--- src/design/ttc_map.vh ---
// register offsets, field positions and reset values of the triple timer block
`ifndef TTC_MAP_VH
`define TTC_MAP_VH
`define TTC_OFF_MODE      12'h000
`define TTC_OFF_CTRL      12'h004
`define TTC_OFF_CNT0      12'h008
`define TTC_OFF_CNT1      12'h00C
`define TTC_OFF_T3CTRL    12'h010
`define TTC_OFF_T3MODE    12'h014
`define TTC_OFF_T3CNT     12'h018
`define TTC_OFF_T3CAP     12'h01C
`define TTC_OFF_TICK      12'h020
// mode register fields, per timer nibble: gate 3, count select 2, mode 1:0
`define TTC_MODE_GATE1    7
`define TTC_MODE_CSEL1    6
`define TTC_MODE_GATE0    3
`define TTC_MODE_CSEL0    2
// control register fields
`define TTC_CTRL_OVF1     7
`define TTC_CTRL_RUN1     6
`define TTC_CTRL_OVF0     5
`define TTC_CTRL_RUN0     4
// third timer control fields
`define TTC_T3_OVF        7
`define TTC_T3_EXT        6
`define TTC_T3_EXEN       3
`define TTC_T3_RUN        2
`define TTC_T3_CSEL       1
`define TTC_T3_CAPSEL     0
// third timer mode field
`define TTC_T3M_DOWN_COUNT_ENABLE      0
// tick register field: 1 selects twelve clocks per machine cycle
`define TTC_TICK_TWELVE   0
// reset values
`define TTC_RST_BYTE      8'h00
`define TTC_RST_WORD      16'h0000
`define TTC_ALL_ONES      16'hFFFF
// machine cycle dividers in system clocks
`define TTC_DIV_SIX       4'h6
`define TTC_DIV_TWELVE    4'hC
`endif

--- src/design/ttc_pin_sync.v ---
// two-flop synchroniser with falling edge detect for one pin
`timescale 1ns/1ps
module ttc_pin_sync (
  input  wire clk_sys,
  input  wire reset,
  input  wire pin_in,
  output wire level,
  output wire fall
);
  reg meta_reg;
  reg sync_reg;
  reg prev_reg;

  // the first flop feeds only the second; edges come from later samples
  always @(posedge clk_sys) begin
    if (reset) begin
      meta_reg <= 1'b1;
      sync_reg <= 1'b1;
      prev_reg <= 1'b1;
    end else begin
      meta_reg <= pin_in;
      sync_reg <= meta_reg;
      prev_reg <= sync_reg;
    end
  end

  assign level = sync_reg;
  assign fall  = prev_reg & ~sync_reg;
endmodule // ttc_pin_sync

--- src/design/ttc_timers.v ---
// three timer/counters with apb register access
//
// Summary of operation
// - timers 0 and 1 pick one of four modes and timer or counter
// - mode 0 counts 13 bits: high byte plus low five bits of low byte
// - wrap from all ones to zero sets that timer's overflow flag
// - count only when run is set and gate is off or gate pin high
// - setting run keeps the present count
// - gate bit is mode bit 7 for timer 1, bit 3 for timer 0
// - mode 1 counts all 16 bits
// - mode 2 low byte counts, overflow reloads it from the high byte
// - timer 1 in mode 3 holds its count
// - timer 0 mode 3 low byte is own 8-bit counter on timer 0 controls
// - timer 0 mode 3 high byte times cycles with timer 1 run and flag
// - third timer is 16 bits, timing ticks or counting pin events
// - capture mode without external enable counts and flags overflow
// - capture mode: pin falling edge copies count and sets external flag
// - capture does not disturb counting at osc/6 or osc/12
// - both third timer flags readable to find interrupt cause
// - down enable resets to 0; when set the pin sets direction
// - up reload mode: overflow at ffff sets flag and reloads
// - up reload with external enable: pin edge reloads and sets flag
// - up/down, pin high: count up, overflow reloads, sets flag
// - up/down, pin low: underflow at reload value, load ffff, set flag
// - up/down: external flag toggles on each wrap, no interrupt
// - third overflow flag stays set until software clears it
//
// Decided for this implementation: the APB register port and the register offsets.
`timescale 1ns/1ps
`include "ttc_map.vh"
module ttc_timers (
  input  wire        clk_sys,
  input  wire        reset,
  input  wire        psel,
  input  wire        penable,
  input  wire        pwrite,
  input  wire [11:0] paddr,
  input  wire [31:0] pwdata,
  output reg  [31:0] prdata,
  output reg         pready,
  output reg         pslverr,
  input  wire        first_count_pin,
  input  wire        second_count_pin,
  input  wire        first_gate_pin,
  input  wire        second_gate_pin,
  input  wire        third_count_pin,
  input  wire        capture_direction_pin,
  output reg         third_irq_req
);
  // state
  reg  [7:0]  timer_mode_register;
  reg  [7:0]  timer_control_register;
  reg  [7:0]  third_timer_control;
  reg  [7:0]  third_timer_mode;
  reg  [7:0]  tick_cfg_reg;
  reg  [7:0]  first_low_byte;
  reg  [7:0]  first_high_byte;
  reg  [7:0]  second_low_byte;
  reg  [7:0]  second_high_byte;
  reg  [15:0] third_count_reg;
  reg  [15:0] third_cap_reg;
  reg  [3:0]  tick_div_reg;
  reg         tick_reg;

  // count pins act on falling edges only, so their levels stay unread
  wire c0_fall;
  wire c1_fall;
  wire c2_fall;
  wire g0_lvl;
  wire g1_lvl;
  wire dir_lvl;
  wire dir_fall;

  // all pins pass two flops before use
  ttc_pin_sync u_c0 (.clk_sys(clk_sys), .reset(reset),
    .pin_in(first_count_pin), .level(), .fall(c0_fall));
  ttc_pin_sync u_c1 (.clk_sys(clk_sys), .reset(reset),
    .pin_in(second_count_pin), .level(), .fall(c1_fall));
  ttc_pin_sync u_g0 (.clk_sys(clk_sys), .reset(reset),
    .pin_in(first_gate_pin), .level(g0_lvl), .fall());
  ttc_pin_sync u_g1 (.clk_sys(clk_sys), .reset(reset),
    .pin_in(second_gate_pin), .level(g1_lvl), .fall());
  ttc_pin_sync u_c2 (.clk_sys(clk_sys), .reset(reset),
    .pin_in(third_count_pin), .level(), .fall(c2_fall));
  ttc_pin_sync u_dx (.clk_sys(clk_sys), .reset(reset),
    .pin_in(capture_direction_pin), .level(dir_lvl), .fall(dir_fall));

  // machine cycle tick: one clock in six, or twelve in 12-clock mode
  // free running, so any window of whole periods holds the same tick count
  wire [3:0] tick_div_top = tick_cfg_reg[`TTC_TICK_TWELVE] ?
                            `TTC_DIV_TWELVE : `TTC_DIV_SIX;
  always @(posedge clk_sys) begin
    if (reset) begin
      tick_div_reg <= 4'h0;
      tick_reg     <= 1'b0;
    end else if (tick_div_reg >= tick_div_top - 4'h1) begin
      tick_div_reg <= 4'h0;
      tick_reg     <= 1'b1;
    end else begin
      tick_div_reg <= tick_div_reg + 4'h1;
      tick_reg     <= 1'b0;
    end
  end

  // count input: tick when timing, synced pin falling edge when counting
  function cnt_in;
    input csel;
    input tick;
    input pin_fall;
    begin
      cnt_in = csel ? pin_fall : tick;
    end
  endfunction

  // gating: run and (gate off or gate pin high)
  function gated;
    input run;
    input gate;
    input gpin;
    begin
      gated = run & (~gate | gpin);
    end
  endfunction

  wire [1:0] mode0 = timer_mode_register[1:0];
  wire [1:0] mode1 = timer_mode_register[5:4];
  // gate bits at mode bit 3 and 7
  wire en0 = gated(timer_control_register[`TTC_CTRL_RUN0],
    timer_mode_register[`TTC_MODE_GATE0], g0_lvl) &
    cnt_in(timer_mode_register[`TTC_MODE_CSEL0], tick_reg, c0_fall);
  wire en1_raw = gated(timer_control_register[`TTC_CTRL_RUN1],
    timer_mode_register[`TTC_MODE_GATE1], g1_lvl) &
    cnt_in(timer_mode_register[`TTC_MODE_CSEL1], tick_reg, c1_fall);
  // timer 1 in mode 3 holds, as if run were clear
  wire en1 = en1_raw & (mode1 != 2'b11);
  // timer 0 mode 3 high byte: machine cycles gated by timer 1 run
  wire m3 = (mode0 == 2'b11);
  wire en0h = m3 & timer_control_register[`TTC_CTRL_RUN1] & tick_reg;

  // apb decode: access phase is the single completing cycle
  wire wr = psel & penable & pwrite;

  // address match shared by every write select
  function hit;
    input [11:0] addr;
    input [11:0] offset;
    begin
      hit = (addr == offset);
    end
  endfunction

  // one strobe per register; a write lands only at the completing edge
  wire sel_mode  = wr & hit(paddr, `TTC_OFF_MODE);
  wire sel_ctrl  = wr & hit(paddr, `TTC_OFF_CTRL);
  wire sel_cnt0  = wr & hit(paddr, `TTC_OFF_CNT0);
  wire sel_cnt1  = wr & hit(paddr, `TTC_OFF_CNT1);
  wire sel_t3c   = wr & hit(paddr, `TTC_OFF_T3CTRL);
  wire sel_t3m   = wr & hit(paddr, `TTC_OFF_T3MODE);
  wire sel_t3cnt = wr & hit(paddr, `TTC_OFF_T3CNT);
  wire sel_t3cap = wr & hit(paddr, `TTC_OFF_T3CAP);
  wire sel_tick  = wr & hit(paddr, `TTC_OFF_TICK);

  // one timer's next count for modes 0..2; returns {ovf, high, low}
  function [16:0] step;
    input [1:0] mode;
    input [7:0] hi;
    input [7:0] lo;
    reg   [13:0] s13;
    reg   [16:0] s16;
    begin
      s13 = 14'h0000;
      s16 = 17'h0_0000;
      case (mode)
        2'b00: begin
          s13  = {1'b0, hi, lo[4:0]} + 14'h0001;
          step = {s13[13], s13[12:5], lo[7:5], s13[4:0]};
        end
        2'b01: begin
          s16  = {1'b0, hi, lo} + 17'h0_0001;
          step = s16;
        end
        2'b10: begin
          if (lo == 8'hFF)
            step = {1'b1, hi, hi};
          else
            step = {1'b0, hi, lo + 8'h01};
        end
        default: step = {1'b0, hi, lo};
      endcase
    end
  endfunction

  wire [16:0] nx0 = step(mode0, first_high_byte, first_low_byte);
  wire [16:0] nx1 = step(mode1, second_high_byte, second_low_byte);
  wire        ovf0_lo = m3 & en0 & (first_low_byte == 8'hFF);
  wire        ovf0_hi = en0h & (first_high_byte == 8'hFF);
  wire        ovf0 = m3 ? ovf0_lo : (en0 & nx0[16]);
  // with timer 0 in mode 3 its high byte owns the timer 1 flag
  wire        ovf1 = m3 ? ovf0_hi : (en1 & nx1[16]);

  // timers 0 and 1 counters and control; hardware set beats software clear
  always @(posedge clk_sys) begin
    if (reset) begin
      timer_mode_register    <= `TTC_RST_BYTE;
      timer_control_register <= `TTC_RST_BYTE;
      first_low_byte         <= `TTC_RST_BYTE;
      first_high_byte        <= `TTC_RST_BYTE;
      second_low_byte        <= `TTC_RST_BYTE;
      second_high_byte       <= `TTC_RST_BYTE;
    end else begin
      if (sel_mode)
        timer_mode_register <= pwdata[7:0];
      // run bits only steer counting, never clear counts
      if (sel_ctrl)
        timer_control_register <= pwdata[7:0];
      if (ovf0)
        timer_control_register[`TTC_CTRL_OVF0] <= 1'b1;
      if (ovf1)
        timer_control_register[`TTC_CTRL_OVF1] <= 1'b1;
      if (sel_cnt0) begin
        first_low_byte  <= pwdata[7:0];
        first_high_byte <= pwdata[15:8];
      end else if (m3) begin
        if (en0)
          first_low_byte <= first_low_byte + 8'h01;
        if (en0h)
          first_high_byte <= first_high_byte + 8'h01;
      end else if (en0) begin
        first_low_byte  <= nx0[7:0];
        first_high_byte <= nx0[15:8];
      end
      if (sel_cnt1) begin
        second_low_byte  <= pwdata[7:0];
        second_high_byte <= pwdata[15:8];
      end else if (en1) begin
        second_low_byte  <= nx1[7:0];
        second_high_byte <= nx1[15:8];
      end
    end
  end

  // third timer
  wire t3_capmode = third_timer_control[`TTC_T3_CAPSEL];
  wire t3_exen    = third_timer_control[`TTC_T3_EXEN];
  wire t3_down_count_enable    = third_timer_mode[`TTC_T3M_DOWN_COUNT_ENABLE];
  wire t3_en = third_timer_control[`TTC_T3_RUN] &
    cnt_in(third_timer_control[`TTC_T3_CSEL], tick_reg, c2_fall);
  // direction pin steers only in reload mode with down enable
  wire t3_down = ~t3_capmode & t3_down_count_enable & ~dir_lvl;
  wire t3_updn = ~t3_capmode & t3_down_count_enable;
  wire t3_ovf  = t3_en & ~t3_down & (third_count_reg == `TTC_ALL_ONES);
  wire t3_unf  = t3_en & t3_down & (third_count_reg == third_cap_reg);
  // in up/down mode the pin only steers direction: no reload, no flag
  wire t3_edge = t3_exen & dir_fall & ~t3_updn;
  reg  [15:0] t3_next;

  // next count: capture never changes counting
  always @* begin
    t3_next = third_count_reg;
    if (t3_unf)
      t3_next = `TTC_ALL_ONES;
    else if (t3_ovf & ~t3_capmode)
      t3_next = third_cap_reg;
    else if (t3_edge & ~t3_capmode)
      t3_next = third_cap_reg;
    else if (t3_en & t3_down)
      t3_next = third_count_reg - 16'h0001;
    else if (t3_en)
      t3_next = third_count_reg + 16'h0001;
  end

  always @(posedge clk_sys) begin
    if (reset) begin
      third_timer_control <= `TTC_RST_BYTE;
      third_timer_mode    <= `TTC_RST_BYTE;
      tick_cfg_reg        <= `TTC_RST_BYTE;
      third_count_reg     <= `TTC_RST_WORD;
      third_cap_reg       <= `TTC_RST_WORD;
    end else begin
      if (sel_t3c)
        third_timer_control <= pwdata[7:0];
      // overflow flag set by hardware or by a software write, cleared by software
      if (t3_ovf | t3_unf)
        third_timer_control[`TTC_T3_OVF] <= 1'b1;
      // wraps toggle the external flag in up/down mode
      if (t3_updn & (t3_ovf | t3_unf))
        third_timer_control[`TTC_T3_EXT] <=
          ~(sel_t3c ? pwdata[`TTC_T3_EXT]
                    : third_timer_control[`TTC_T3_EXT]);
      else if (t3_edge)
        third_timer_control[`TTC_T3_EXT] <= 1'b1;
      if (sel_t3m)
        third_timer_mode <= pwdata[7:0];
      if (sel_tick)
        tick_cfg_reg <= pwdata[7:0];
      if (sel_t3cnt)
        third_count_reg <= pwdata[15:0];
      else
        third_count_reg <= t3_next;
      if (t3_edge & t3_capmode)
        third_cap_reg <= third_count_reg;
      else if (sel_t3cap)
        third_cap_reg <= pwdata[15:0];
    end
  end

  // readback data for the current address
  reg [31:0] rd_mux;
  reg        rd_bad;
  always @* begin
    rd_bad = 1'b0;
    case (paddr)
      `TTC_OFF_MODE:   rd_mux = {24'h00_0000, timer_mode_register};
      `TTC_OFF_CTRL:   rd_mux = {24'h00_0000, timer_control_register};
      `TTC_OFF_CNT0:   rd_mux = {16'h0000, first_high_byte, first_low_byte};
      `TTC_OFF_CNT1:   rd_mux = {16'h0000, second_high_byte, second_low_byte};
      `TTC_OFF_T3CTRL: rd_mux = {24'h00_0000, third_timer_control};
      `TTC_OFF_T3MODE: rd_mux = {24'h00_0000, third_timer_mode};
      `TTC_OFF_T3CNT:  rd_mux = {16'h0000, third_count_reg};
      `TTC_OFF_T3CAP:  rd_mux = {16'h0000, third_cap_reg};
      `TTC_OFF_TICK:   rd_mux = {24'h00_0000, tick_cfg_reg};
      default: begin
        rd_mux = 32'h0000_0000;
        rd_bad = 1'b1;
      end
    endcase
  end

  // apb answer: pready one cycle after setup, so every access takes two
  always @(posedge clk_sys) begin
    if (reset) begin
      prdata        <= 32'h0000_0000;
      pready        <= 1'b0;
      pslverr       <= 1'b0;
      third_irq_req <= 1'b0;
    end else begin
      pready  <= psel & ~penable;
      pslverr <= psel & ~penable & rd_bad;
      prdata  <= (psel & ~penable & ~pwrite) ? rd_mux : 32'h0000_0000;
      // either third timer flag asks; in up/down mode only the overflow flag asks
      third_irq_req <= third_timer_control[`TTC_T3_OVF] |
        (third_timer_control[`TTC_T3_EXT] & ~t3_updn);
    end
  end
endmodule // ttc_timers

--- config.mk ---
export PLATFORM = sky130hd
export DESIGN_NAME = ttc_timers
export DESIGN_NICKNAME = d
export VERILOG_FILES = /design/src/design/ttc_pin_sync.v /design/src/design/ttc_timers.v
export VERILOG_INCLUDE_DIRS = /design/src /design/src/design
export SDC_FILE = /design/constraint.sdc
export NUM_CORES = 1
export LEC_CHECK = 0
export BUFFER_PORTS_ARGS = -buffer_cell sky130_fd_sc_hd__buf_2
export CAP_MARGIN = 20
export CELL_PAD_IN_SITES_DETAIL_PLACEMENT = 0
export CELL_PAD_IN_SITES_GLOBAL_PLACEMENT = 1
export CORE_UTILIZATION = 41
export DETAILED_ROUTE_END_ITERATION = 8
export PLACE_DENSITY_LB_ADDON = 0.1
export SLEW_MARGIN = 25
export SYNTH_ARGS = -nofsm -noshare
export SYNTH_HDL_FRONTEND = slang
export SYNTH_SLANG_ARGS = --single-unit
--- constraint.sdc ---
create_clock -name clk_sys -period 2.6 [get_ports clk_sys]
set_input_delay 0.52 -clock clk_sys [delete_from_list [all_inputs] [get_ports clk_sys]]
set_output_delay 0.52 -clock clk_sys [all_outputs]
set_load 0.05 [all_outputs]
# Word level (Yosys, flattened, before mapping)

Cells that the tools add are included.

Word-level logic and storage cells: 204
Output and inout port bits: 35
Bits in registers: 160
Input port bits: 55

Reductions and logical operators: 27
Add/subtract/negate cells: 11
Bitwise operators: 61
Muxes and demuxes: 41
Eq/ne operators: 24
Order comparisons: 1

Operators with widths:

| kind                                               | number |
|---|---|
| case mux 16 bit (9 select lines)                   | 1 |
| 2-to-1 mux 16 bit                                  | 8 |
| 2-to-1 mux 8 bit                                   | 14 |
| case mux 17 bit (3 select lines)                   | 2 |
| == test 12 x 5 -> 1 bit, second input constant     | 4 |
| AND 1 bit                                          | 44 |
| adder 16 x 1 -> 17 bit, second input constant      | 2 |
| 2-to-1 mux 17 bit                                  | 2 |
| adder 13 x 1 -> 14 bit, second input constant      | 2 |
| adder 8 x 1 -> 8 bit, second input constant        | 3 |
| == test 12 x 4 -> 1 bit, second input constant     | 2 |
| == test 8 bit, second input constant               | 3 |
| adder 16 x 1 -> 16 bit, second input constant      | 1 |
| == test 16 bit                                     | 1 |
| == test 16 bit, second input constant              | 1 |
| subtractor 16 x 1 -> 16 bit, second input constant | 1 |
| 2-to-1 mux 1 bit                                   | 13 |
| NOT 1 bit                                          | 13 |
| == test 12 x 3 -> 1 bit, second input constant     | 1 |
| == test 12 x 6 -> 1 bit, second input constant     | 1 |
| logical NOT 12 bit                                 | 1 |
| nonzero test 2 bit                                 | 6 |
| nonzero test 3 bit                                 | 4 |
| nonzero test 4 bit                                 | 3 |
| other kinds (18)                                   | 32 |

# Depth between registers and ports, before layout

Gate-level depths: netlist of the first run.

Word-level depth: 10
Gate-level depth with buffers: 12
Mapped depth without buffers: 11

# Cells and area by module

From an unflattened synthesis of the first run, not the netlist that was laid out.

Cells, all modules: 1,141
Area total of the unflattened synthesis: 8,871.0 um2

Modules (own cells, without submodules):

| module       | times used | seq. area each (um2) | cells an instance | area each (um2) |
|---|---|---|---|---|
| ttc_timers   | 1          | 2,562.5              | 1,099             | 8,360.5 |
| ttc_pin_sync | 6          | 60.1                 | 7                 | 85.1 |

# Worst setup path after synthesis of the first run

No wires, ideal clock.

Kind: register to register
Start: register third_timer_mode[0]
End: register third_count_reg[13]
Arrival: 2.777 ns
Buffers on the path: 0
Setup slack: -0.247 ns
Stages on the path, launching flop included: 11
Clock period less this slack: 2.847 ns
Cell sequence: dfxtp_1 > nor3b_1 > nand2_1 > inv_1 > ha_1 > or4_1 > o21ai_0 > nor2_1 > o31a_1 > a31o_2 > a21oi_1

Word-level cells in the longest chain between the ends: 9

RTL lines:

| what                   | line                               | RTL |
|---|---|---|
| from (decl)            | ttc_timers.v:54                    | `reg [7:0] third_timer_mode;` |
| from (signal assigned) | ttc_timers.v:275                   | `` third_timer_mode <= `TTC_RST_BYTE; `` |
| from (signal assigned) | ttc_timers.v:293                   | `third_timer_mode <= pwdata[7:0];` |
| AND 1 bit *            | ttc_timers.v:249, ttc_timers.v:250 |  |
| AND 1 bit              | ttc_timers.v:249                   | `wire t3_down = ~t3_capmode & t3_down_count_enable & ~dir_lvl;` |
| NOT 1 bit              | ttc_timers.v:251                   | `` wire t3_ovf = t3_en & ~t3_down & (third_count_reg == `TTC_ALL_ONES); `` |
| AND 1 bit (2 in a row) | ttc_timers.v:251                   |  |
| AND 1 bit              | ttc_timers.v:262                   | `else if (t3_ovf & ~t3_capmode)` |
| 2-to-1 mux 16 bit      | ttc_timers.v:262                   |  |
| 2-to-1 mux 16 bit      | ttc_timers.v:260                   | `if (t3_unf)` |
| 2-to-1 mux 16 bit      | ttc_timers.v:296                   | `if (sel_t3cnt)` |
| to (signal assigned)   | ttc_timers.v:277                   | `` third_count_reg <= `TTC_RST_WORD; `` |
| to (signal assigned)   | ttc_timers.v:297                   | `third_count_reg <= pwdata[15:0];` |
| to (signal assigned)   | ttc_timers.v:299                   | `third_count_reg <= t3_next;` |
| to (decl)              | ttc_timers.v:60                    | `reg [15:0] third_count_reg;` |

Every way passes the cells marked *; elsewhere a longest branch is shown, timed or not.
A chain may end at the register's enable or synchronous reset.

# Final worst setup path of the first run

Start: register third_timer_control[1]
End: register third_count_reg[13]

Word-level cells in the longest chain between the ends: 8

RTL lines:

| what                                                  | line                                                 | RTL |
|---|---|---|
| from (decl)                                           | ttc_timers.v:53                                      | `reg [7:0] third_timer_control;` |
| from (signal assigned)                                | ttc_timers.v:274                                     | `` third_timer_control <= `TTC_RST_BYTE; `` |
| from (signal assigned)                                | ttc_timers.v:281                                     | `third_timer_control <= pwdata[7:0];` |
| from (signal, indexed assignment)                     | ttc_timers.v:287                                     | `` third_timer_control[`TTC_T3_EXT] <= `` |
| 2-to-1 mux 1 bit *                                    | ttc_timers.v:111                                     | `cnt_in = csel ? pin_fall : tick;` |
| AND 1 bit *                                           | ttc_timers.v:246                                     | `` wire t3_en = third_timer_control[`TTC_T3_RUN] & `` |
| AND 1 bit, on equally long branches                   | ttc_timers.v:252, ttc_timers.v:266, ttc_timers.v:251 |  |
| 2-to-1 mux 16 bit / AND 1 bit (equally long branches) | ttc_timers.v:266, ttc_timers.v:251                   |  |
| 2-to-1 mux 16 bit / AND 1 bit (equally long branches) | ttc_timers.v:264, ttc_timers.v:262                   |  |
| 2-to-1 mux 16 bit                                     | ttc_timers.v:262                                     |  |
| 2-to-1 mux 16 bit                                     | ttc_timers.v:260                                     |  |
| 2-to-1 mux 16 bit                                     | ttc_timers.v:296                                     |  |

Marked as above.

==> out/qor.txt, run 1 <==
==========================================================================================
Data required time at the worst endpoint                                           2960 ps
Top cell by count, worst path                                                        buf_4
Maximum operating frequency                                                        398 MHz
Drt first-iter violations                                                              754
Max capacitance violation total                                                          0
RD Place Congestion                                                                  0.920
Worst Tran Pin Value                                                                679 ps
Number of antenna violations at the first check in global routing                        1
Cell type of the slowest stage on the worst timing path                            dfxtp_2
Placeable core region                                                           21200 um^2
Pin count of the biggest net entering global routing                                    62
Power Density                                                                  455 nW/um^2
Count of state elements after synthesis                                                144
Setup violators final                                                                    0
Placed standard-cell area                                                       10100 um^2
Crit path max-delay family                                                    compound AO/OA/AOI/OAI gates
GR Util met1                                                                         40.5%
Run status                                                                       completed
Top flip-flop cell by instance count after synthesis                               dfxtp_1
Min-Delay Path Class                                                                in2reg
Overall via count from detail_route                                                   9062
Multiplexer fraction of the synthesized cell area                                    5.52%
DRC                                                                                      0
Die area                                                                        22400 um^2
Die H                                                                               150 um
Final routed wirelength across all metal layers                                   31800 um
Count of port buffers added during placement                                            57
Global route hottest layer                                                            met2
Area of the mapped netlist                                                       8950 um^2
Number of nets in the layout                                                          1302
Cell Rows                                                                               53
Final design utilization                                                             51.5%
Synth unique cells                                                                      86
Wire length per cell                                                               21.1 um
Post-synthesis to final-layout area growth                                           22.0%
Depth of the CTS H-tree                                                                  4
First drt pass iteration count                                                           8
Number of cells after detailed placement                                              1468
Count of non-filler cells in the finished layout                                      1505
Commonest non-fill, non-tap cell in the layout                                     dfxtp_1
Crit Path Max Fanout                                                                     4
Hold Vio Cnt, Final                                                                      0
Root cell of the clock tree                                                      clkbuf_16
Vias in the first global route                                                        8445
Multi-input combinational cell area                                              5800 um^2
Leakage                                                                         0.00423 uW
Combinational family with the most area after synthesis                       compound AO/OA/AOI/OAI gates
Final global-route overflow total                                                        0
Vias/cell                                                                             6.02
Peak supply drop                                                                  0.381 mV
Warning count from the yosys run                                                         0
Top library cells by usage in the layout, fill and taps aside                 dfxtp_1 (141), nor2_1 (113), buf_4 (108), nand2_1 (101), a21oi_1 (69)
Kind of launch point of the worst setup path                                          flop
Effective utilization at floorplan                                                   42.2%
Startpoint-to-endpoint class of the critical path                                  reg2reg
Number of pins with negative max-slew slack in the final report                          0
Fraction of the mapped netlist area in compound gates                                27.0%
Overall global routing resource usage                                                29.0%
Chip Width                                                                          150 um
Simple-gate portion of the synthesized area                                          21.8%
Ordered cell list for the critical path                                       nand3b_1, nand2_2, nand2_4, clkinv_4, buf_4, ha_4, and3_4, nand4_1, a2111oi_4, buf_4, o21bai_1, a31o_2, a21oi_1
Async set-or-reset flop fraction in the synthesized netlist                             0%
Share of synthesized cell area in full adder, half adder and majority cells          4.28%
Met3 Use GR                                                                          4.36%
Number of placed I/O pins                                                               90
Share of cells above drive strength 1                                                22.8%
Proportion of synthesized chip area in sequential cells                              32.2%
Global-route wire length before repair                                            49200 um
Count of antenna-violating nets left after detailed routing                              0
Worst-case headroom to the max-slew limit                                            54.7%
CTS tree                                                                             built
TritonCTS Sinks                                                                        144
Insertion delay to the later sink of the worst-skew pair                            430 ps
Synthesized area per cell                                                        8.16 um^2
Estimated wirelength of the detail-placed design                                  23600 um
Number of hold buffers added after cts                                                   0
Final Skew                                                                         9.50 ps
Fraction of synthesized cell area in xor and xnor cells                              3.52%
Worst setup EP type                                                                   flop
Gate count of the mapped netlist                                                      1097
Max Root-Sink Buffers                                                                    2
Data arrival time of the worst path                                                2880 ps
Post-route clock period utilization                                                  96.7%
Post-route minimum period                                                          2510 ps
Filler cells                                                                          2067
Number of synthesized flops with an enable pin                                           0
Routing usage on met2                                                                45.9%
Register area                                                                    2890 um^2
Number of diodes added for antenna fixing                                                0
Final instance area                                                             10900 um^2
Clock transition at path regs                                                        70 ps
Delay of the slowest critical-path stage                                            340 ps
CP Buf/Inv Count                                                                         3
TritonCTS Buffers                                                                       17
Unrepaired setup endpoints after global routing                                        yes
==========================================================================================
## what timing repair did
action | 4_1_cts | 5_1_grt
endpoints found under the setup margin | 5 | 11
resized for setup | 4 | 33
cloned | 0 | 1
buffers inserted | 0 | 4
pin swaps | 2 | 12
## logic make-up (layout without fill, tap and decap cells)
kind of cell    count (synthesis)  in the layout
other cells                     1             16
fa+ha+maj                      30             30
simple gates                  389            389
flops                         144            144
buf+inv                       105            223
compound gates                343            343
mux                            49             49
xor+xnor                       36             36
## per-stage QoR
step / total power (uW) / worst slack, ps / TNS [ps] / hold WS [ps]
5_1_grt: 5110 / -66.0 / -210 / 259
6_report: 4970 / 85.7 / 0 / 268
3_5_place_dp: 2520 / -103 / -323 / 393
4_1_cts: 5000 / 23.3 / 0 / 255
2_1_floorplan: 2440 / 5.99 / 0 / 389
3_3_place_gp: 2520 / -114 / -220 / 392
## cells in the mapped netlist, drive strengths merged (4+ instances only)
master	number	area share, %
nor4	17	1.3
xor2	23	2.3
a221oi	11	1.1
o31a	4	0.39
a211o	5	0.49
nand3	33	1.8
and4	5	0.49
a31oi	26	1.9
nor2	118	5.3
a311oi	6	0.59
a211oi	35	2.9
o31ai	4	0.39
nor3	18	1.5
o221ai	16	1.6
or3	6	0.42
or4	4	0.38
nand4	19	1.3
and2	9	0.63
nand2	105	4.4
a222oi	8	0.89
a22oi	27	2.3
o21bai	5	0.42
mux2i	46	5.1
a22o	9	0.88
o211ai	13	1.2
clkbuf	50	2.2
dfxtp	144	32
xnor2	13	1.3
buf	35	2.6
or2	22	1.5
a2111oi	6	0.63
nand3b	5	0.42
o21a	6	0.50
nand2b	9	0.63
o21ai	48	2.7
ha	29	4.1
o22ai	7	0.49
a21o	5	0.42
nor4b	4	0.53
and3	7	0.49
inv	19	0.80
a21oi	70	4.0
## final timing paths
| kind | startpoint | endpoint | slack [ps] | cells past startpoint |
|---|---|---|---|---|
| max | third_timer_control[1]$_SDFFE_PP0P_ | third_count_reg[13]$_SDFFE_PP0P_ | 90 | 13 |
| min | capture_direction_pin | u_dx.meta_reg$_SDFF_PP1_ | 270 | 2 |
| max reg2reg | third_timer_control[1]$_SDFFE_PP0P_ | third_count_reg[13]$_SDFFE_PP0P_ | 90 | 13 |
| min reg2reg | u_g1.meta_reg$_SDFF_PP1_ | u_g1.level$_SDFF_PP1_ | 400 | 1 |
## cell type report
class	instances	share of cell area, %
multi-input cells	863	53.2
flip-flops and latches	144	26.4
repair buffers	170	11.1
clock buffers	18	4.02
well taps	275	3.15
clock inverters	14	1.34
inverters	20	0.733
repair inverters	1	0.0573
## routing by layer
| layer | vias to the layer above | part of all wire [%] |
|---|---|---|
| li1 | 4351 | - |
| met1 | 4356 | 46 |
| met2 | 314 | 46 |
| met3 | 41 | 5.9 |
| met4 | 0 | 2.0 |
| met5 | - | 0 |
## report_power, final
part / switching [uW] / internal (uW)
clock: 1110 / 1390
combinational: 182 / 61.9
sequential: 8.79 / 2220
total: 1300 / 3670
Note: power is estimated with default switching activity, not from simulation.
==> run 2, diff against run 1 <==
CORE_UTILIZATION = 35   (was 41)
==> run 2 against run 1 <==
Net effect: critical path depth stayed put; the flow now finishes with violations (design-rule violations); fmax is 0.75% higher; total power is 2.3% higher; largest cell class unchanged.
==> out/qor.txt, run 2 (synthesized netlist as in run 1, its figures left out) <==
================================================================================
Vias/cell                                                                   5.80   was 6.02
Failing checks                                                      design-rule violations
Power Density                                                        457 nW/um^2   was 455 nW/um^2
Top layer used by detailed routing                                          met4   unchanged
Top library cells by usage in the layout, fill and taps aside       dfxtp_1 (140), buf_4 (128), nor2_1 (113), nand2_1 (101), a21oi_1 (66)   was dfxtp_1 (141), nor2_1 (113), buf_4 (108), nand2_1 (101), a21oi_1 (69)
Setup violators final                                                          0   unchanged
Vias in the first global route                                              8726   was 8445
Number of cells after detailed placement                                    1546   was 1468
Root cell of the clock tree                                            clkbuf_16   unchanged
Count of non-filler cells in the finished layout                            1579   was 1505
Max Root-Sink Buffers                                                          2   unchanged
Clock transition at path regs                                              70 ps   about the same
Unrepaired setup endpoints after global routing                              yes   unchanged
Number of nets in the layout                                                1321   was 1302
Data required time at the worst endpoint                                 2880 ps   was 2960 ps
Final Skew                                                               11.9 ps   was 9.50 ps
Share of cells above drive strength 1                                      24.0%   was 22.8%
Chip Width                                                                162 um   was 150 um
CTS tree                                                                   built   unchanged
Post-synthesis to final-layout area growth                                 24.3%   was 22.0%
Total internal power                                                     3750 uW   was 3670 uW
Setup slack of the critical path after layout                             104 ps   was 85.7 ps
RD Place Congestion                                                        0.839   was 0.920
Min-Delay Path Class                                                      in2reg   unchanged
Cell Rows                                                                     58   was 53
Overall via count from detail_route                                         9159   was 9062
TritonCTS Sinks                                                              144   unchanged
Worst setup EP type                                                         flop   unchanged
Number of antenna violations at the first check in global routing              0   was 1
Count of antenna-violating nets left after detailed routing                    0   unchanged
Final design utilization                                                   44.3%   was 51.5%
Insertion delay to the later sink of the worst-skew pair                  430 ps   about the same
Drt first-iter violations                                                    843   was 754
Number of pins with negative max-slew slack in the final report                0   unchanged
Effective utilization at floorplan                                         35.6%   was 42.2%
Die area                                                              26200 um^2   was 22400 um^2
Estimated wirelength of the detail-placed design                        24900 um   was 23600 um
Combinational cell fraction of total power                                  4.9%   about the same
Leakage                                                               0.00434 uW   was 0.00423 uW
Number of hold buffers added after cts                                         0   unchanged
Number of diodes added for antenna fixing                                      0   unchanged
Routed length on met1                                                   15600 um   was 14700 um
Crit Path Max Fanout                                                           8   was 4
R2r setup slk                                                             100 ps   was 90 ps
Wire length per cell                                                     21.2 um   was 21.1 um
Peak supply drop                                                        0.313 mV   was 0.381 mV
Depth of the CTS H-tree                                                        4   unchanged
Run status                                                          complete, but fails checks   was completed
DRC                                                                            1   was 0
Die H                                                                     162 um   was 150 um
Kind of launch point of the worst setup path                                flop   unchanged
Number of placed I/O pins                                                     90   unchanged
Fraction of power spent switching nets                                     26.3%   was 26.2%
Placement Setup Slack                                                    -222 ps   was -103 ps
Global-route wire length before repair                                  51700 um   was 49200 um
Sequential group share of total power                                      43.8%   was 44.9%
Commonest non-fill, non-tap cell in the layout                           dfxtp_1   unchanged
Count of port buffers added during placement                                  57   unchanged
Maximum operating frequency                                              401 MHz   was 398 MHz
Final routed wirelength across all metal layers                         33600 um   was 31800 um
Post-route minimum period                                                2500 ps   was 2510 ps
Post-route clock period utilization                                        96.0%   was 96.7%
Startpoint-to-endpoint class of the critical path                        reg2reg   unchanged
Amount of wire on met3 after detailed routing                            1530 um   was 1880 um
Total net switching power                                                1340 uW   was 1300 uW
Final global-route overflow total                                              0   unchanged
Overall global routing resource usage                                      25.9%   was 29.0%
Hold Vio Cnt, Final                                                            0   unchanged
Setup TNS                                                                   0 ps   unchanged
Relative contribution of the clock network to total power                  51.3%   was 50.2%
Worst-case headroom to the max-slew limit                                  46.5%   was 54.7%
Worst Tran Pin Value                                                      802 ps   was 679 ps
Data arrival time of the worst path                                      2770 ps   was 2880 ps
TritonCTS Buffers                                                             17   unchanged
Pin count of the biggest net entering global routing                         101   was 62
First drt pass iteration count                                                 9   was 8
Placeable core region                                                 25100 um^2   was 21200 um^2
Routed wire length on met2                                              15700 um   was 14600 um
Max capacitance violation total                                                0   unchanged
================================================================================
==> run 2: repair_timing <==
item / CTS / global route
resized for setup: 8 / 27
endpoints found under the setup margin: 6 / 8
pin swaps: 3 / 14
setup buffers: 0 / 1
==> run 2: path summary, 6_finish.rpt <==
kind                                               start  cells after the start                               end
worst min-delay path                    second_count_pin                      2          u_c1.meta_reg$_SDFF_PP1_
worst max register to register     u_dx.level$_SDFF_PP1_                     13  third_count_reg[14]$_SDFFE_PP0P_
worst max-delay path               u_dx.level$_SDFF_PP1_                     13  third_count_reg[14]$_SDFFE_PP0P_
worst min register to register  u_g1.meta_reg$_SDFF_PP1_                      1             u_g1.level$_SDFF_PP1_
==> run 2: metal layers <==
layer | vias up | global-route usage (%)
li1 | 4405 | -
met1 | 4415 | 35.8
met2 | 292 | 41.8
met3 | 47 | 3.09
met4 | 0 | 8.58
met5 | - | 0
==> run 2: layout make-up <==
class                      instances  area [um^2]
inverter                          20         82.6
fill                            2603        14000
tap                              330          413
timing repair buffer             190         1350
multi-input combinational        863         5770
sequential                       144         2890
clock inverter                    15          193
clock buffer                      17          425
==> run 2: power by group through the flow <==
| stage | logic [uW] | registers, uW | clock network (uW) |
|---|---|---|---|
| after floorplan | 158 | 2280 | 0 |
| after global placement | 245 | 2280 | 0 |
| after detailed placement | 246 | 2280 | 0 |
| after CTS | 247 | 2230 | 2640 |
| after global routing | 266 | 2230 | 2730 |
| final | 248 | 2230 | 2610 |
==> run 2: stage by stage <==
step	cell area [um^2]	hold WS, ps	power, uW
4_1_cts	11000	250	5120
2_1_floorplan	9010	389	2440
3_3_place_gp	10400	390	2530
6_report	11100	264	5090
3_5_place_dp	10400	393	2530
5_1_grt	11100	249	5230
==> run 2: worst max-delay path: stages (launching register included) <==
cell and delay [ps]:
dfxtp_2 350, nor3b_4 290, nand2_4 110, inv_8 90
buf_4 130, buf_4 130, ha_2 280, buf_4 150
a21o_1 160, a21oi_2 180, o2bb2ai_2 130, a41oi_2 60
mux2i_1 180, a31oi_1 90
==> run 3, diff against run 2 <==
CORE_UTILIZATION = 43   (was 35)
clock period = 3.2 ns   (was 2.6 ns; I/O delays follow)
==> run 3 against run 2 <==
Net effect: the run now ends clean; cell count decreased by 9.5%; non-clock buffer count is 90 lower; core utilization grew 5.8 points; clock power shrank 21%; first-iteration DRC count up 8.7%; fmax fell by 10%; flip-flop and latch count stayed put; total power is 20% lower; routed wire length shrank 8.9%; combinational power fell by 22%; final area fell by 8.6%; critical endpoint is now third_count_reg[13]$_SDFFE_PP0P_.
==> out/qor.txt, run 3 (synthesized netlist as in run 1, its figures left out) <==
================================================================================
Number of hold buffers added after cts                                         0   unchanged
Routing usage on met2                                                      45.6%   was 41.8%
CTS tree                                                                   built   unchanged
Number of diodes added for antenna fixing                                      0   unchanged
Die area                                                              21400 um^2   was 26200 um^2
Estimated wirelength of the detail-placed design                        22300 um   was 24900 um
Overall via count from detail_route                                         8801   was 9159
Effective utilization at floorplan                                         44.1%   was 35.6%
Worst-case headroom to the max-slew limit                                  49.4%   was 46.5%
Vias in the first global route                                              8171   was 8726
Global route hottest layer                                                  met2   unchanged
Post-synthesis to final-layout area growth                                 13.5%   was 24.3%
Relative contribution of the clock network to total power                  50.6%   was 51.3%
Top library cells by usage in the layout, fill and taps aside       dfxtp_1 (144), nor2_1 (113), nand2_1 (104), a21oi_1 (69), buf_2 (56)   was dfxtp_1 (140), buf_4 (128), nor2_1 (113), nand2_1 (101), a21oi_1 (66)
Pin count of the biggest net entering global routing                         104   was 101
Min-Delay Path Class                                                      in2reg   unchanged
Instance count along the most critical hold path                               2   unchanged
Hold Crit Endpoint                                                  u_c2.meta_reg$_SDFF_PP1_   was u_c1.meta_reg$_SDFF_PP1_
Commonest non-fill, non-tap cell in the layout                           dfxtp_1   unchanged
Leakage                                                               0.00386 uW   was 0.00434 uW
Global-route wire length before repair                                  47600 um   was 51700 um
Cell Rows                                                                     52   was 58
Die H                                                                     146 um   was 162 um
Post-route minimum period                                                2790 ps   was 2500 ps
Total net switching power                                                1070 uW   was 1340 uW
Register area                                                          2880 um^2   was 2890 um^2
Number of antenna violations at the first check in global routing              0   unchanged
Overall global routing resource usage                                      28.8%   was 25.9%
Placeable core region                                                 20300 um^2   was 25100 um^2
Worst Tran Pin Value                                                      751 ps   was 802 ps
Wire length per cell                                                     21.4 um   was 21.2 um
Launching element of the worst setup path                           third_timer_control[1]$_SDFFE_PP0P_   was u_dx.level$_SDFF_PP1_
Count of port buffers added during placement                                  57   unchanged
Vias/cell                                                                   6.16   was 5.80
Start of the worst register-to-register path                        third_timer_control[1]$_SDFFE_PP0P_   was u_dx.level$_SDFF_PP1_
Number of placed I/O pins                                                     90   unchanged
Filler cells                                                                2017   was 2603
TritonCTS Sinks                                                              144   unchanged
R2r setup slk                                                             410 ps   was 100 ps
Worst setup EP type                                                         flop   unchanged
Hold Path Origin                                                    third_count_pin   was second_count_pin
Number of pins with negative max-slew slack in the final report                0   unchanged
Depth of the CTS H-tree                                                        4   unchanged
Setup slack of the critical path after layout                             412 ps   was 104 ps
Data arrival time of the worst path                                      3160 ps   was 2770 ps
Power Density                                                        400 nW/um^2   was 457 nW/um^2
Startpoint-to-endpoint class of the critical path                        reg2reg   unchanged
Hold Vio Cnt, Final                                                            0   unchanged
Placement Setup Slack                                                     333 ps   was -222 ps
Share of cells above drive strength 1                                      15.9%   was 24.0%
Peak supply drop                                                        0.392 mV   was 0.313 mV
Insertion delay to the later sink of the worst-skew pair                  440 ps   was 430 ps
Count of antenna-violating nets left after detailed routing                    0   unchanged
Total internal power                                                     2990 uW   was 3750 uW
Setup TNS                                                                   0 ps   unchanged
Final Skew                                                               9.67 ps   was 11.9 ps
Fraction of power spent switching nets                                     26.4%   was 26.3%
Setup violators final                                                          0   unchanged
TritonCTS Buffers                                                             17   unchanged
Logic depth of the worst register-to-register path                            13   unchanged
GR Util met1                                                               40.3%   was 35.8%
Number of cells after detailed placement                                    1397   was 1546
Run status                                                             completed   was complete, but fails checks
Count of non-filler cells in the finished layout                            1429   was 1579
Combinational cell fraction of total power                                  4.8%   was 4.9%
Max capacitance violation total                                                0   unchanged
First drt pass iteration count                                                 8   was 9
Multi-input combinational cell area                                    5640 um^2   was 5770 um^2
Crit Path Max Fanout                                                           7   was 8
Number of nets in the layout                                                1231   was 1321
Chip Width                                                                146 um   was 162 um
RD Place Congestion                                                        0.900   was 0.839
Maximum operating frequency                                              359 MHz   was 401 MHz
Data required time at the worst endpoint                                 3570 ps   was 2880 ps
DRC                                                                            0   was 1
Kind of launch point of the worst setup path                                flop   unchanged
Drt first-iter violations                                                    916   was 843
Root cell of the clock tree                                            clkbuf_16   unchanged
Max Root-Sink Buffers                                                          2   unchanged
Post-route clock period utilization                                        87.1%   was 96.0%
Met3 Use GR                                                                3.91%   was 3.09%
Final global-route overflow total                                              0   unchanged
Clock transition at path regs                                              70 ps   about the same
Endpoint of the worst register-to-register path                     third_count_reg[13]$_SDFFE_PP0P_   was third_count_reg[14]$_SDFFE_PP0P_
Sequential group share of total power                                      44.6%   was 43.8%
Final routed wirelength across all metal layers                         30600 um   was 33600 um
Unrepaired setup endpoints after global routing                               no   was yes
================================================================================
-- run 3: cell count changes in the layout (fill, tap and decap cells not counted), sizes merged --
cell,change
buf,-90
bufinv,-1
clkbuf,+1
clkinv,-2
inv,+2
-- run 3: power groups by stage --
stage	sequential, uW	combinational (uW)	clock [uW]
floorplan	1860	128	0
global placement	1850	191	0
detailed placement	1850	191	0
CTS	1810	192	2080
global route	1810	204	2160
finish	1810	194	2060
-- run 3: how the worst max path moves through the flow --
| stage | endpoint | cells past startpoint |
|---|---|---|
| after floorplan | third_count_reg[13]$_SDFFE_PP0P_ | 10 |
| after detailed placement | third_count_reg[13]$_SDFFE_PP0P_ | 13 |
| after CTS | third_count_reg[13]$_SDFFE_PP0P_ | 13 |
| final | third_count_reg[13]$_SDFFE_PP0P_ | 13 |
| after global routing | third_count_reg[13]$_SDFFE_PP0P_ | 13 |
| after global placement | third_count_reg[13]$_SDFFE_PP0P_ | 13 |
-- run 3: area by class of cell --
cell class                 count  area share (%)
timing repair buffer         100            6.13
sequential                   144            28.4
clock buffer                  18            4.32
inverter                      20           0.739
multi-input combinational    863            55.5
tap                          270            3.32
clock inverter                14            1.63
-- run 3: through the flow --
step | util (%) | total power (uW) | hold slack, ps | area [um^2]
finish | 50.1 | 4060 | 374 | 10200
detailed placement | 47.1 | 2040 | 393 | 9560
floorplan | - | 1980 | 389 | 9010
global placement | 47.1 | 2040 | 390 | 9560
CTS | 50.1 | 4080 | 363 | 10200
global route | 50.1 | 4170 | 368 | 10200
-- run 3: timing repair --
| action | CTS | global route |
|---|---|---|
| resized for setup | 0 | 1 |
| setup buffers | 0 | 0 |
| setup endpoints to repair | 0 | 1 |
-- run 3: layer usage --
| metal | share of wire, % | routed length, um |
|---|---|---|
| met3 | 5.9 | 1800 |
| met1 | 46 | 14200 |
| met2 | 46 | 14000 |
| met4 | 1.7 | 526 |
| met5 | 0 | 0 |
-- run 3: worst max-delay path: stages (launching register included) --
cell and delay, ps:
dfxtp_1 380, nand3b_1 120, nand2_1 110, nand2_1 120
inv_2 100, buf_4 180, buf_4 140, ha_1 390
nand4_1 170, a2111oi_0 390, buf_4 200, o21bai_1 60
a31o_2 230, a21oi_1 120
